<file path="config.mk">
export PLATFORM = sky130hd
export DESIGN_NAME = timer8_waveform_modes
export DESIGN_NICKNAME = d
export VERILOG_FILES = /design/src/include/timer8_pkg.sv /design/src/core/timer8_waveform_modes.sv
export SDC_FILE = /design/constraint.sdc
export NUM_CORES = 1
export LEC_CHECK = 0
export ABC_AREA = 0
export BUFFER_PORTS_ARGS = -buffer_cell sky130_fd_sc_hd__buf_2
export CAP_MARGIN = 5
export CORE_UTILIZATION = 40
export CTS_BUF_LIST = sky130_fd_sc_hd__clkbuf_4 sky130_fd_sc_hd__clkbuf_8
export CTS_CLUSTER_SIZE = 28
export DETAILED_ROUTE_END_ITERATION = 6
export PLACE_DENSITY = 0.54
export SLEW_MARGIN = 10
export SYNTH_ARGS = -nofsm -noshare
export SYNTH_HDL_FRONTEND = slang
export SYNTH_SLANG_ARGS = --single-unit
</file>
<file path="constraint.sdc">
create_clock -name clk -period 4 [get_ports clk]
set_input_delay 0.4 -clock clk [delete_from_list [all_inputs] [get_ports clk]]
set_output_delay 0.4 -clock clk [all_outputs]
set_load 0.05 [all_outputs]
</file>
<file path="src/include/timer8_pkg.sv">
// shared constants and types for the 8-bit waveform timer
package timer8_pkg;
	localparam int ADDR_W = 4;
	localparam int DATA_W = 16;
	localparam int CNT_W = 8;
	localparam int DIV_W = 10;

	// register offsets
	localparam logic [ADDR_W-1:0] ADDR_CTRL = 4'h0;
	localparam logic [ADDR_W-1:0] ADDR_COUNT = 4'h1;
	localparam logic [ADDR_W-1:0] ADDR_CMPA = 4'h2;
	localparam logic [ADDR_W-1:0] ADDR_FLAGS = 4'h3;

	// control and flag register field positions
	localparam int CTRL_MODE_LSB = 0;
	localparam int CTRL_COM_LSB = 4;
	localparam int CTRL_CLK_LSB = 8;
	localparam int CTRL_DDR_BIT = 12;
	localparam int FLAG_OVF_BIT = 0;
	localparam int FLAG_CMPA_BIT = 1;

	localparam logic [CNT_W-1:0] CNT_BOTTOM = 8'h00;
	localparam logic [CNT_W-1:0] CNT_MAX = 8'hff;

	typedef enum logic [2:0] {
		MODE_NORMAL = 3'b000,
		MODE_PC_MAX = 3'b001,
		MODE_CTC = 3'b010,
		MODE_FAST_MAX = 3'b011,
		MODE_RSVD4 = 3'b100,
		MODE_PC_CMPA = 3'b101,
		MODE_RSVD6 = 3'b110,
		MODE_FAST_CMPA = 3'b111
	} waveform_mode_sel_e;

	typedef enum logic [1:0] {
		COM_NONE = 2'b00,
		COM_TOGGLE = 2'b01,
		COM_NONINV = 2'b10,
		COM_INV = 2'b11
	} compare_output_mode_e;

	// prescale divide-minus-one values for clock selects 1..7
	localparam logic [DIV_W-1:0] DIV_1 = 10'h000;
	localparam logic [DIV_W-1:0] DIV_8 = 10'h007;
	localparam logic [DIV_W-1:0] DIV_32 = 10'h01f;
	localparam logic [DIV_W-1:0] DIV_64 = 10'h03f;
	localparam logic [DIV_W-1:0] DIV_128 = 10'h07f;
	localparam logic [DIV_W-1:0] DIV_256 = 10'h0ff;
	localparam logic [DIV_W-1:0] DIV_1024 = 10'h3ff;

	typedef struct packed {
		logic [ADDR_W-1:0] addr;
		logic [DATA_W-1:0] wdata;
		logic wr;
		logic rd;
	} reg_req_s;

	typedef struct packed {
		waveform_mode_sel_e mode;
		compare_output_mode_e com;
		logic [2:0] clk_sel;
		logic ddr;
		logic [CNT_W-1:0] counter_value;
		logic [CNT_W-1:0] compare_a_value;
		logic [CNT_W-1:0] compare_a_buf;
		logic count_down;
		logic overflow_flag;
		logic compare_a_flag;
		logic compare_a_output;
		logic match_block;
		logic sym_pending;
		logic [DIV_W-1:0] div;
		logic [DATA_W-1:0] rdata;
	} timer_state_s;
endpackage

</file>
<file path="src/core/timer8_waveform_modes.sv">
// 8-bit timer/counter with compare channel A and four waveform modes
//
// Overview of operation
// - mode select sets counting; output mode only actions
// - normal mode increments, wraps 0xff to 0x00
// - normal overflow flag set when count becomes zero
// - clear-on-compare clears counter after match A
// - clear-on-compare sets compare flag at TOP
// - clear-on-compare compare writes act immediately
// - clear-on-compare toggle output on each match
// - clear-on-compare overflow flag on MAX wrap
// - timer tick from prescale 1..1024 divider
// - fast PWM TOP is 0xff or compare A
// - fast PWM overflow flag at TOP
// - fast PWM mode two/three set/clear, inverse
// - fast PWM period prescale times TOP+1 (256 at MAX)
// - fast PWM extreme compare values: spike, constant
// - fast PWM toggle mode gives 50% duty
// - phase correct counts up then down
// - phase correct clear up-match, set down-match
// - phase correct holds TOP one tick
// - phase correct overflow flag at BOTTOM
// - phase correct period prescale times 2*TOP (510 at MAX)
// - phase correct extremes give constant levels
// - phase correct forced up-match action at BOTTOM
// - pin driven only when direction is output
// - PWM compare writes buffered until TOP
// - output mode zero leaves output unchanged
`timescale 1ns/1ns
`default_nettype none

module timer8_waveform_modes #(
	parameter int DIV_W = timer8_pkg::DIV_W
) (
	input wire logic clk,
	input wire logic rst_n,
	input wire logic [timer8_pkg::ADDR_W-1:0] reg_addr,
	input wire logic [timer8_pkg::DATA_W-1:0] reg_wdata,
	input wire logic reg_wr,
	input wire logic reg_rd,
	output logic [timer8_pkg::DATA_W-1:0] reg_rdata,
	output logic compare_a_output_o,
	output logic compare_a_output_oe,
	output logic overflow_flag,
	output logic compare_a_flag
);
	if (DIV_W < timer8_pkg::DIV_W) begin : g_div_check
		$error("prescale divider too narrow for divide by 1024");
	end

	timer8_pkg::timer_state_s st_ff;
	timer8_pkg::timer_state_s nxt_st;
	timer8_pkg::reg_req_s req;
	logic tick;
	logic cnt_wr;
	logic [timer8_pkg::CNT_W-1:0] top;
	logic match;
	logic at_top;
	logic at_bottom;
	logic up_phase;

	function automatic logic [timer8_pkg::DIV_W-1:0] div_limit(input logic [2:0] sel);
		case (sel)
			3'h1: div_limit = timer8_pkg::DIV_1;
			3'h2: div_limit = timer8_pkg::DIV_8;
			3'h3: div_limit = timer8_pkg::DIV_32;
			3'h4: div_limit = timer8_pkg::DIV_64;
			3'h5: div_limit = timer8_pkg::DIV_128;
			3'h6: div_limit = timer8_pkg::DIV_256;
			default: div_limit = timer8_pkg::DIV_1024;
		endcase
	endfunction

	function automatic logic is_pwm(input timer8_pkg::waveform_mode_sel_e m);
		is_pwm = (m == timer8_pkg::MODE_PC_MAX) || (m == timer8_pkg::MODE_PC_CMPA) ||
			(m == timer8_pkg::MODE_FAST_MAX) || (m == timer8_pkg::MODE_FAST_CMPA);
	endfunction

	function automatic logic is_pc(input timer8_pkg::waveform_mode_sel_e m);
		is_pc = (m == timer8_pkg::MODE_PC_MAX) || (m == timer8_pkg::MODE_PC_CMPA);
	endfunction

	function automatic logic is_fast(input timer8_pkg::waveform_mode_sel_e m);
		is_fast = (m == timer8_pkg::MODE_FAST_MAX) || (m == timer8_pkg::MODE_FAST_CMPA);
	endfunction

	assign req = '{addr: reg_addr, wdata: reg_wdata, wr: reg_wr, rd: reg_rd};
	assign cnt_wr = req.wr && (req.addr == timer8_pkg::ADDR_COUNT);

	// tick every N system clocks, N from the clock select; select 0 stops
	assign tick = (st_ff.clk_sel != 3'h0) &&
		(st_ff.div[timer8_pkg::DIV_W-1:0] >= div_limit(st_ff.clk_sel));

	// TOP is compare A in modes 2, 5 and 7, else MAX
	assign top = (st_ff.mode == timer8_pkg::MODE_PC_CMPA ||
		st_ff.mode == timer8_pkg::MODE_FAST_CMPA || st_ff.mode == timer8_pkg::MODE_CTC) ?
		st_ff.compare_a_value : timer8_pkg::CNT_MAX;
	assign match = (st_ff.counter_value == st_ff.compare_a_value) && !st_ff.match_block;
	assign at_top = st_ff.counter_value == top;
	assign at_bottom = st_ff.counter_value == timer8_pkg::CNT_BOTTOM;
	// bottom counts as an up-match and top as a down-match so extremes stay flat
	assign up_phase = at_bottom || (!st_ff.count_down && !at_top);

	always_comb begin
		logic up_lvl;
		up_lvl = 1'b0;
		nxt_st = st_ff;
		nxt_st.rdata = '0;
		// up-match level: clear for non-inverted, set for inverted
		up_lvl = (st_ff.com == timer8_pkg::COM_INV);

		// write one to clear, done before the tick so a set in the same cycle wins
		if (req.wr && req.addr == timer8_pkg::ADDR_FLAGS) begin
			if (req.wdata[timer8_pkg::FLAG_OVF_BIT]) begin
				nxt_st.overflow_flag = 1'b0;
			end
			if (req.wdata[timer8_pkg::FLAG_CMPA_BIT]) begin
				nxt_st.compare_a_flag = 1'b0;
			end
		end

		if (st_ff.clk_sel == 3'h0 || tick) begin
			nxt_st.div = '0;
		end else begin
			nxt_st.div = st_ff.div + 1'b1;
		end

		if (tick) begin
			nxt_st.match_block = 1'b0;
			if (match) begin
				nxt_st.compare_a_flag = 1'b1;
			end
			unique case (st_ff.mode)
				timer8_pkg::MODE_CTC: begin
					// clear after match with the live compare value
					// a blocked match must not clear either
					if (match) begin
						nxt_st.counter_value = timer8_pkg::CNT_BOTTOM;
					end else begin
						nxt_st.counter_value = st_ff.counter_value + 1'b1;
					end
					// match at TOP raises the compare flag above
					// overflow only when running past MAX
					if (st_ff.counter_value == timer8_pkg::CNT_MAX) begin
						nxt_st.overflow_flag = 1'b1;
					end
					if (match && st_ff.com == timer8_pkg::COM_TOGGLE) begin
						nxt_st.compare_a_output = !st_ff.compare_a_output;
					end else if (match && st_ff.com == timer8_pkg::COM_NONINV) begin
						nxt_st.compare_a_output = 1'b0;
					end else if (match && st_ff.com == timer8_pkg::COM_INV) begin
						nxt_st.compare_a_output = 1'b1;
					end
				end
				timer8_pkg::MODE_FAST_MAX, timer8_pkg::MODE_FAST_CMPA: begin
					if (at_top) begin
						// clear after TOP, period TOP+1 ticks
						nxt_st.counter_value = timer8_pkg::CNT_BOTTOM;
						nxt_st.overflow_flag = 1'b1;
						nxt_st.compare_a_value = st_ff.compare_a_buf;
					end else begin
						nxt_st.counter_value = st_ff.counter_value + 1'b1;
					end
					// top-to-bottom action wins over a match at MAX
					if (at_top && st_ff.com[1]) begin
						nxt_st.compare_a_output = st_ff.com[0];
					end else if (match && st_ff.com[1]) begin
						nxt_st.compare_a_output = !st_ff.com[0];
					end else if (match && st_ff.com == timer8_pkg::COM_TOGGLE) begin
						nxt_st.compare_a_output = !st_ff.compare_a_output;
					end
				end
				timer8_pkg::MODE_PC_MAX, timer8_pkg::MODE_PC_CMPA: begin
					// TOP shown one tick, then reverse
					if (!st_ff.count_down && at_top) begin
						nxt_st.count_down = 1'b1;
						nxt_st.counter_value = st_ff.counter_value - 1'b1;
						if (st_ff.compare_a_value == timer8_pkg::CNT_MAX &&
							st_ff.compare_a_buf != timer8_pkg::CNT_MAX) begin
							nxt_st.sym_pending = 1'b1;
						end
						nxt_st.compare_a_value = st_ff.compare_a_buf;
					end else if (st_ff.count_down && at_bottom) begin
						nxt_st.count_down = 1'b0;
						nxt_st.counter_value = st_ff.counter_value + 1'b1;
					end else if (st_ff.count_down) begin
						nxt_st.counter_value = st_ff.counter_value - 1'b1;
					end else begin
						nxt_st.counter_value = st_ff.counter_value + 1'b1;
					end
					// overflow when the count lands on BOTTOM
					if (st_ff.count_down && st_ff.counter_value == 8'h01) begin
						nxt_st.overflow_flag = 1'b1;
					end
					if (st_ff.com[1]) begin
						if (at_bottom && st_ff.count_down && st_ff.sym_pending) begin
							// forced up-match action keeps symmetry about BOTTOM
							nxt_st.compare_a_output = up_lvl;
							nxt_st.sym_pending = 1'b0;
						end else if (match) begin
							nxt_st.compare_a_output = up_phase ? up_lvl : !up_lvl;
						end
					end else if (match && st_ff.com == timer8_pkg::COM_TOGGLE) begin
						nxt_st.compare_a_output = !st_ff.compare_a_output;
					end
					if (at_bottom && st_ff.count_down) begin
						nxt_st.sym_pending = 1'b0;
					end
				end
				default: begin
					// normal and the reserved codes 4 and 6 just count up
					nxt_st.counter_value = st_ff.counter_value + 1'b1;
					// overflow when the count becomes zero
					if (st_ff.counter_value == timer8_pkg::CNT_MAX) begin
						nxt_st.overflow_flag = 1'b1;
					end
					if (match && st_ff.com == timer8_pkg::COM_TOGGLE) begin
						nxt_st.compare_a_output = !st_ff.compare_a_output;
					end else if (match && st_ff.com[1]) begin
						nxt_st.compare_a_output = st_ff.com[0];
					end
				end
			endcase
			// output mode zero matches none of the output branches above
		end

		if (req.wr) begin
			unique case (req.addr)
				timer8_pkg::ADDR_CTRL: begin
					// mode and output action are separate fields
					nxt_st.mode = timer8_pkg::waveform_mode_sel_e'(
						req.wdata[timer8_pkg::CTRL_MODE_LSB +: 3]);
					nxt_st.com = timer8_pkg::compare_output_mode_e'(
						req.wdata[timer8_pkg::CTRL_COM_LSB +: 2]);
					nxt_st.clk_sel = req.wdata[timer8_pkg::CTRL_CLK_LSB +: 3];
					nxt_st.ddr = req.wdata[timer8_pkg::CTRL_DDR_BIT];
				end
				timer8_pkg::ADDR_COUNT: begin
					// write beats the tick and blocks the next match
					nxt_st.counter_value = req.wdata[timer8_pkg::CNT_W-1:0];
					nxt_st.match_block = 1'b1;
					if (is_pc(st_ff.mode) &&
						req.wdata[timer8_pkg::CNT_W-1:0] > st_ff.compare_a_value) begin
						nxt_st.sym_pending = 1'b1;
					end
				end
				timer8_pkg::ADDR_CMPA: begin
					nxt_st.compare_a_buf = req.wdata[timer8_pkg::CNT_W-1:0];
					if (!is_pwm(st_ff.mode)) begin
						nxt_st.compare_a_value = req.wdata[timer8_pkg::CNT_W-1:0];
					end
				end
				timer8_pkg::ADDR_FLAGS: begin
					// flags are cleared ahead of the tick logic
				end
				default: begin
				end
			endcase
		end

		if (req.rd) begin
			unique case (req.addr)
				timer8_pkg::ADDR_CTRL: begin
					nxt_st.rdata[timer8_pkg::CTRL_MODE_LSB +: 3] = st_ff.mode;
					nxt_st.rdata[timer8_pkg::CTRL_COM_LSB +: 2] = st_ff.com;
					nxt_st.rdata[timer8_pkg::CTRL_CLK_LSB +: 3] = st_ff.clk_sel;
					nxt_st.rdata[timer8_pkg::CTRL_DDR_BIT] = st_ff.ddr;
				end
				timer8_pkg::ADDR_COUNT: begin
					nxt_st.rdata[timer8_pkg::CNT_W-1:0] = st_ff.counter_value;
				end
				timer8_pkg::ADDR_CMPA: begin
					nxt_st.rdata[timer8_pkg::CNT_W-1:0] = st_ff.compare_a_buf;
				end
				timer8_pkg::ADDR_FLAGS: begin
					nxt_st.rdata[timer8_pkg::FLAG_OVF_BIT] = st_ff.overflow_flag;
					nxt_st.rdata[timer8_pkg::FLAG_CMPA_BIT] = st_ff.compare_a_flag;
				end
				default: begin
				end
			endcase
		end
	end

	always_ff @(posedge clk) begin
		if (!rst_n) begin
			st_ff <= '0;
		end else begin
			st_ff <= nxt_st;
		end
	end

	assign reg_rdata = st_ff.rdata;
	assign compare_a_output_o = st_ff.compare_a_output;
	// the pin is driven only while its direction bit selects output
	assign compare_a_output_oe = st_ff.ddr;
	assign overflow_flag = st_ff.overflow_flag;
	assign compare_a_flag = st_ff.compare_a_flag;
endmodule

`default_nettype wire

</file>
==> qor.txt <==
Outcome: completed
Power Density: 305 nW/um^2
Number of endpoints with negative hold slack in the final report: 0
Hold wc startpoint: reg_wdata[9]
Initial DRC count: 208
Number of buffers inserted to repair setup after CTS: 0
TritonCTS Buffers: 9
Worst voltage drop across the vdd grid: 0.175 mV
Vias in the first global route: 3,634
Sw frac: 28.2%
Most frequently used flop master after synthesis: sky130_fd_sc_hd__dfxtp_1
Input/output buffers: 35
Period utilisation layout: 76.7%
Fmax: 326 MHz
Kind of start point of the critical path: register
CTS tree: done
Buffer cell driving the clock tree root: sky130_fd_sc_hd__clkbuf_8
Post-Syn Instances: 508
Maximum net fanout on the critical path: 13
Filler Cell Count: 1,017
Die Width: 102 um
Power spent charging and discharging nets: 0.376 mW
Worst path arrival time: 3310 ps
Vias post-DR: 3,816
Routability cong.: 0.911
Global-route wire length before repair: 18.9 mm
Ant. Diodes: 0
Number of maximum-capacitance constraint violations: 0
Async set-or-reset flop fraction in the synthesized netlist: 0%
Synthesis-stage register bit count: 61
Total iterations of the first detailed-routing run: 4
Number of primary I/O pins: 44
Nature of the critical path endpoint: register
Worst slew margin: 57.1%
CTS clk-pin slew, worst paths: 70 ps
Total of warnings raised by yosys: 0
H-tree depth reported by CTS: 3
Flop pwr share: 47.1%
Maximum buffer depth of the clock tree: 2
Clk sink count: 61
Total length of routed wires: 11.8 mm
Post-cts gate resize count: 0
DRC violations left: 0
Pin slew with the least headroom to its limit: 642 ps
Cell area after synthesis: 4020 sq um
Sequential-to-total area share from yosys stat: 30.3%
Fraction of layout cells with a size suffix above 1: 15.1%
Synth Area per Inst: 7.92 sq um
Minimum setup slack after placement: 960 ps
Placeable core region: 9770 sq um
Worst Hold Class: in2reg
FF-to-FF Start: st_ff[59]$_SDFFE_PN0P_
Clock share of power: 41.6%
Post-layout nets: 564
Remaining Overflow, GRT: 0
Number of core rows: 36
Final count of pins violating max slew: 0
Shortest period the worst path allows: 3070 ps
Vert. Die Dim: 102 um
Area post-placement: 4190 sq um
Final count of negative-setup-slack endpoints: 0
Int Pwr: 0.959 mW
Relative contribution of combinational cells to total power: 11.3%
Worst setup path start: st_ff[59]$_SDFFE_PN0P_
Cts hold-fix bufs: 0
Number of enable-type register cells in the synthesized netlist: 0
Initial antenna violation count: 0
CP required: 4240 ps
Leak: 1.69 nW
Clock Skew: 8.37 ps
Setup repair after global routing missed its margin: false
Overall routing resource usage: 24.2%
Layout overhead on the synthesized area: 8.92%
Unique masters post-synth: 67
Post-detail-place hpwl: 8.64 mm
Initial cell density of the core: 41.2%
Setup TNS: 0 ps
Per-cell routed wire length: 17.9 um
Final Cell Area: 4380 sq um
Post-DRT Antenna Nets: 0
Min setup slack post-route: 931 ps
Largest net degree at the start of global routing: 26
Later-pin clock latency in the skew report: 350 ps
Worst setup path class: reg2reg
Via density per instance: 5.82
Full die area: 10,500 sq um
==> cell usage in the layout (no fill, tap or decap), types with 4 or more instances in the layout <==
cell / Yosys / layout
sky130_fd_sc_hd__a21oi_1: 47 / 47
sky130_fd_sc_hd__a22oi_1: 5 / 5
sky130_fd_sc_hd__a31oi_1: 5 / 5
sky130_fd_sc_hd__and2_1: 8 / 8
sky130_fd_sc_hd__and3_1: 6 / 6
sky130_fd_sc_hd__buf_2: 2 / 35
sky130_fd_sc_hd__buf_4: 18 / 6
sky130_fd_sc_hd__clkbuf_8: 0 / 9
sky130_fd_sc_hd__conb_1: 1 / 4
sky130_fd_sc_hd__dfxtp_1: 61 / 61
sky130_fd_sc_hd__ha_1: 22 / 22
sky130_fd_sc_hd__inv_1: 25 / 25
sky130_fd_sc_hd__mux2i_1: 12 / 12
sky130_fd_sc_hd__nand2_1: 29 / 29
sky130_fd_sc_hd__nand2b_1: 7 / 7
sky130_fd_sc_hd__nand3_1: 28 / 28
sky130_fd_sc_hd__nand4_1: 10 / 10
sky130_fd_sc_hd__nor2_1: 54 / 54
sky130_fd_sc_hd__nor2b_1: 10 / 10
sky130_fd_sc_hd__nor3_1: 14 / 13
sky130_fd_sc_hd__nor4_1: 6 / 6
sky130_fd_sc_hd__o211ai_1: 4 / 4
sky130_fd_sc_hd__o21a_1: 4 / 4
sky130_fd_sc_hd__o21ai_0: 19 / 19
sky130_fd_sc_hd__o22ai_1: 4 / 4
sky130_fd_sc_hd__o31ai_1: 4 / 4
sky130_fd_sc_hd__or2_2: 4 / 4
sky130_fd_sc_hd__or3_1: 5 / 5
sky130_fd_sc_hd__xnor2_1: 12 / 12
==> cells in the mapped netlist (5+ instances only) <==
library cell               number  area (sq um)
sky130_fd_sc_hd__a31oi_1        5          31.3
sky130_fd_sc_hd__nand4_1       10          62.6
sky130_fd_sc_hd__mux2i_1       12           120
sky130_fd_sc_hd__nand3_1       28           140
sky130_fd_sc_hd__nor4_1         6          37.5
sky130_fd_sc_hd__clkbuf_1      25          93.8
sky130_fd_sc_hd__or3_1          5          31.3
sky130_fd_sc_hd__o21ai_0       19          95.1
sky130_fd_sc_hd__dfxtp_1       61          1220
sky130_fd_sc_hd__nand2b_1       7          43.8
sky130_fd_sc_hd__and2_1         8          50.1
sky130_fd_sc_hd__a22oi_1        5          37.5
sky130_fd_sc_hd__ha_1          22           275
sky130_fd_sc_hd__buf_4         18           135
sky130_fd_sc_hd__nand2_1       29           109
sky130_fd_sc_hd__and3_1         6          37.5
sky130_fd_sc_hd__xnor2_1       12           105
sky130_fd_sc_hd__a21oi_1       47           235
sky130_fd_sc_hd__nor3_1        14          70.1
sky130_fd_sc_hd__nor2b_1       10          62.6
sky130_fd_sc_hd__nor2_1        54           203
sky130_fd_sc_hd__inv_1         25          93.8
==> worst paths after layout <==
path	endpoint	slack, ps	cells past startpoint
setup / recovery	st_ff[50]$_SDFF_PN0_	930	10
hold / removal	st_ff[58]$_SDFFE_PN0P_	280	3
setup reg to reg	st_ff[50]$_SDFF_PN0_	930	10
hold reg to reg	st_ff[16]$_SDFF_PP0_	480	1
==> per-stage QoR <==
step	hold WS (ps)	util (%)	cells	total power, mW
floorplan	430	-	511	0.746
global placement	453	42.8	640	0.790
detailed placement	460	42.8	640	0.792
CTS	277	44.8	656	1.35
global route	293	44.8	656	1.40
finish	282	44.8	656	1.33
==> power groups by stage <==
| stage | registers [mW] | logic [mW] | clock network [mW] |
|---|---|---|---|
| finish | 0.629 | 0.151 | 0.555 |
| global route | 0.630 | 0.165 | 0.602 |
| CTS | 0.629 | 0.150 | 0.570 |
| detailed placement | 0.643 | 0.149 | 0 |
| global placement | 0.643 | 0.147 | 0 |
| floorplan | 0.633 | 0.113 | 0 |
==> critical path, stage by stage (launching register included) <==
cell and delay, ps:
sky130_fd_sc_hd__dfxtp_1 390, sky130_fd_sc_hd__nor3_1 480, sky130_fd_sc_hd__a21oi_1 110, sky130_fd_sc_hd__ha_1 320
sky130_fd_sc_hd__o21ai_0 70, sky130_fd_sc_hd__o21ai_0 150, sky130_fd_sc_hd__a21oi_1 100, sky130_fd_sc_hd__or3_1 610
sky130_fd_sc_hd__nor4b_1 330, sky130_fd_sc_hd__a311oi_1 80, sky130_fd_sc_hd__o41ai_1 310
==> area by class of cell <==
type / instances / area (sq um) / share of cell area [%]
inverters: 26 / 97.6 / 2.23
flip-flops and latches: 61 / 1220 / 27.9
multi-input cells: 379 / 2480 / 56.6
repair buffers: 41 / 220 / 5.02
well taps: 133 / 166 / 3.80
clock buffers: 10 / 131 / 3.00
clock inverters: 6 / 63.8 / 1.46
==> cell families (layout without fill, tap and decap cells) <==
group / count (synthesis) / count (layout) / synth area share (%)
AOI/OAI and AO/OA: 127 / 127 / 21.3
DFF: 61 / 61 / 30.3
buffers and inverters: 71 / 83 / 8.36
and+or+nand+nor: 197 / 197 / 25.7
other: 1 / 4 / 0.0932
adders and majority gates: 22 / 22 / 6.84
xor gates and xnor gates: 15 / 15 / 3.27
muxes: 14 / 14 / 4.10
==> flip-flops by register name, indices dropped and copies added, names as in the netlist <==
| name | count |
|---|---|
| compare_a_flag | 1 |
| compare_a_output_o | 1 |
| compare_a_output_oe | 1 |
| overflow_flag | 1 |
| reg_rdata | 12 |
| st_ff | 45 |
==> metal layers <==
layer	up-vias	part of all wire, %	GRT usage (%)	routed length, um
met1	1837	44	30.2	5200
met4	0	2.9	8.90	343
met3	28	5.2	4.79	609
met2	116	48	41.1	5610
met5	-	0	0	0
li1	1835	-	-	-
No activity file was read; power rests on OpenSTA's default activity.
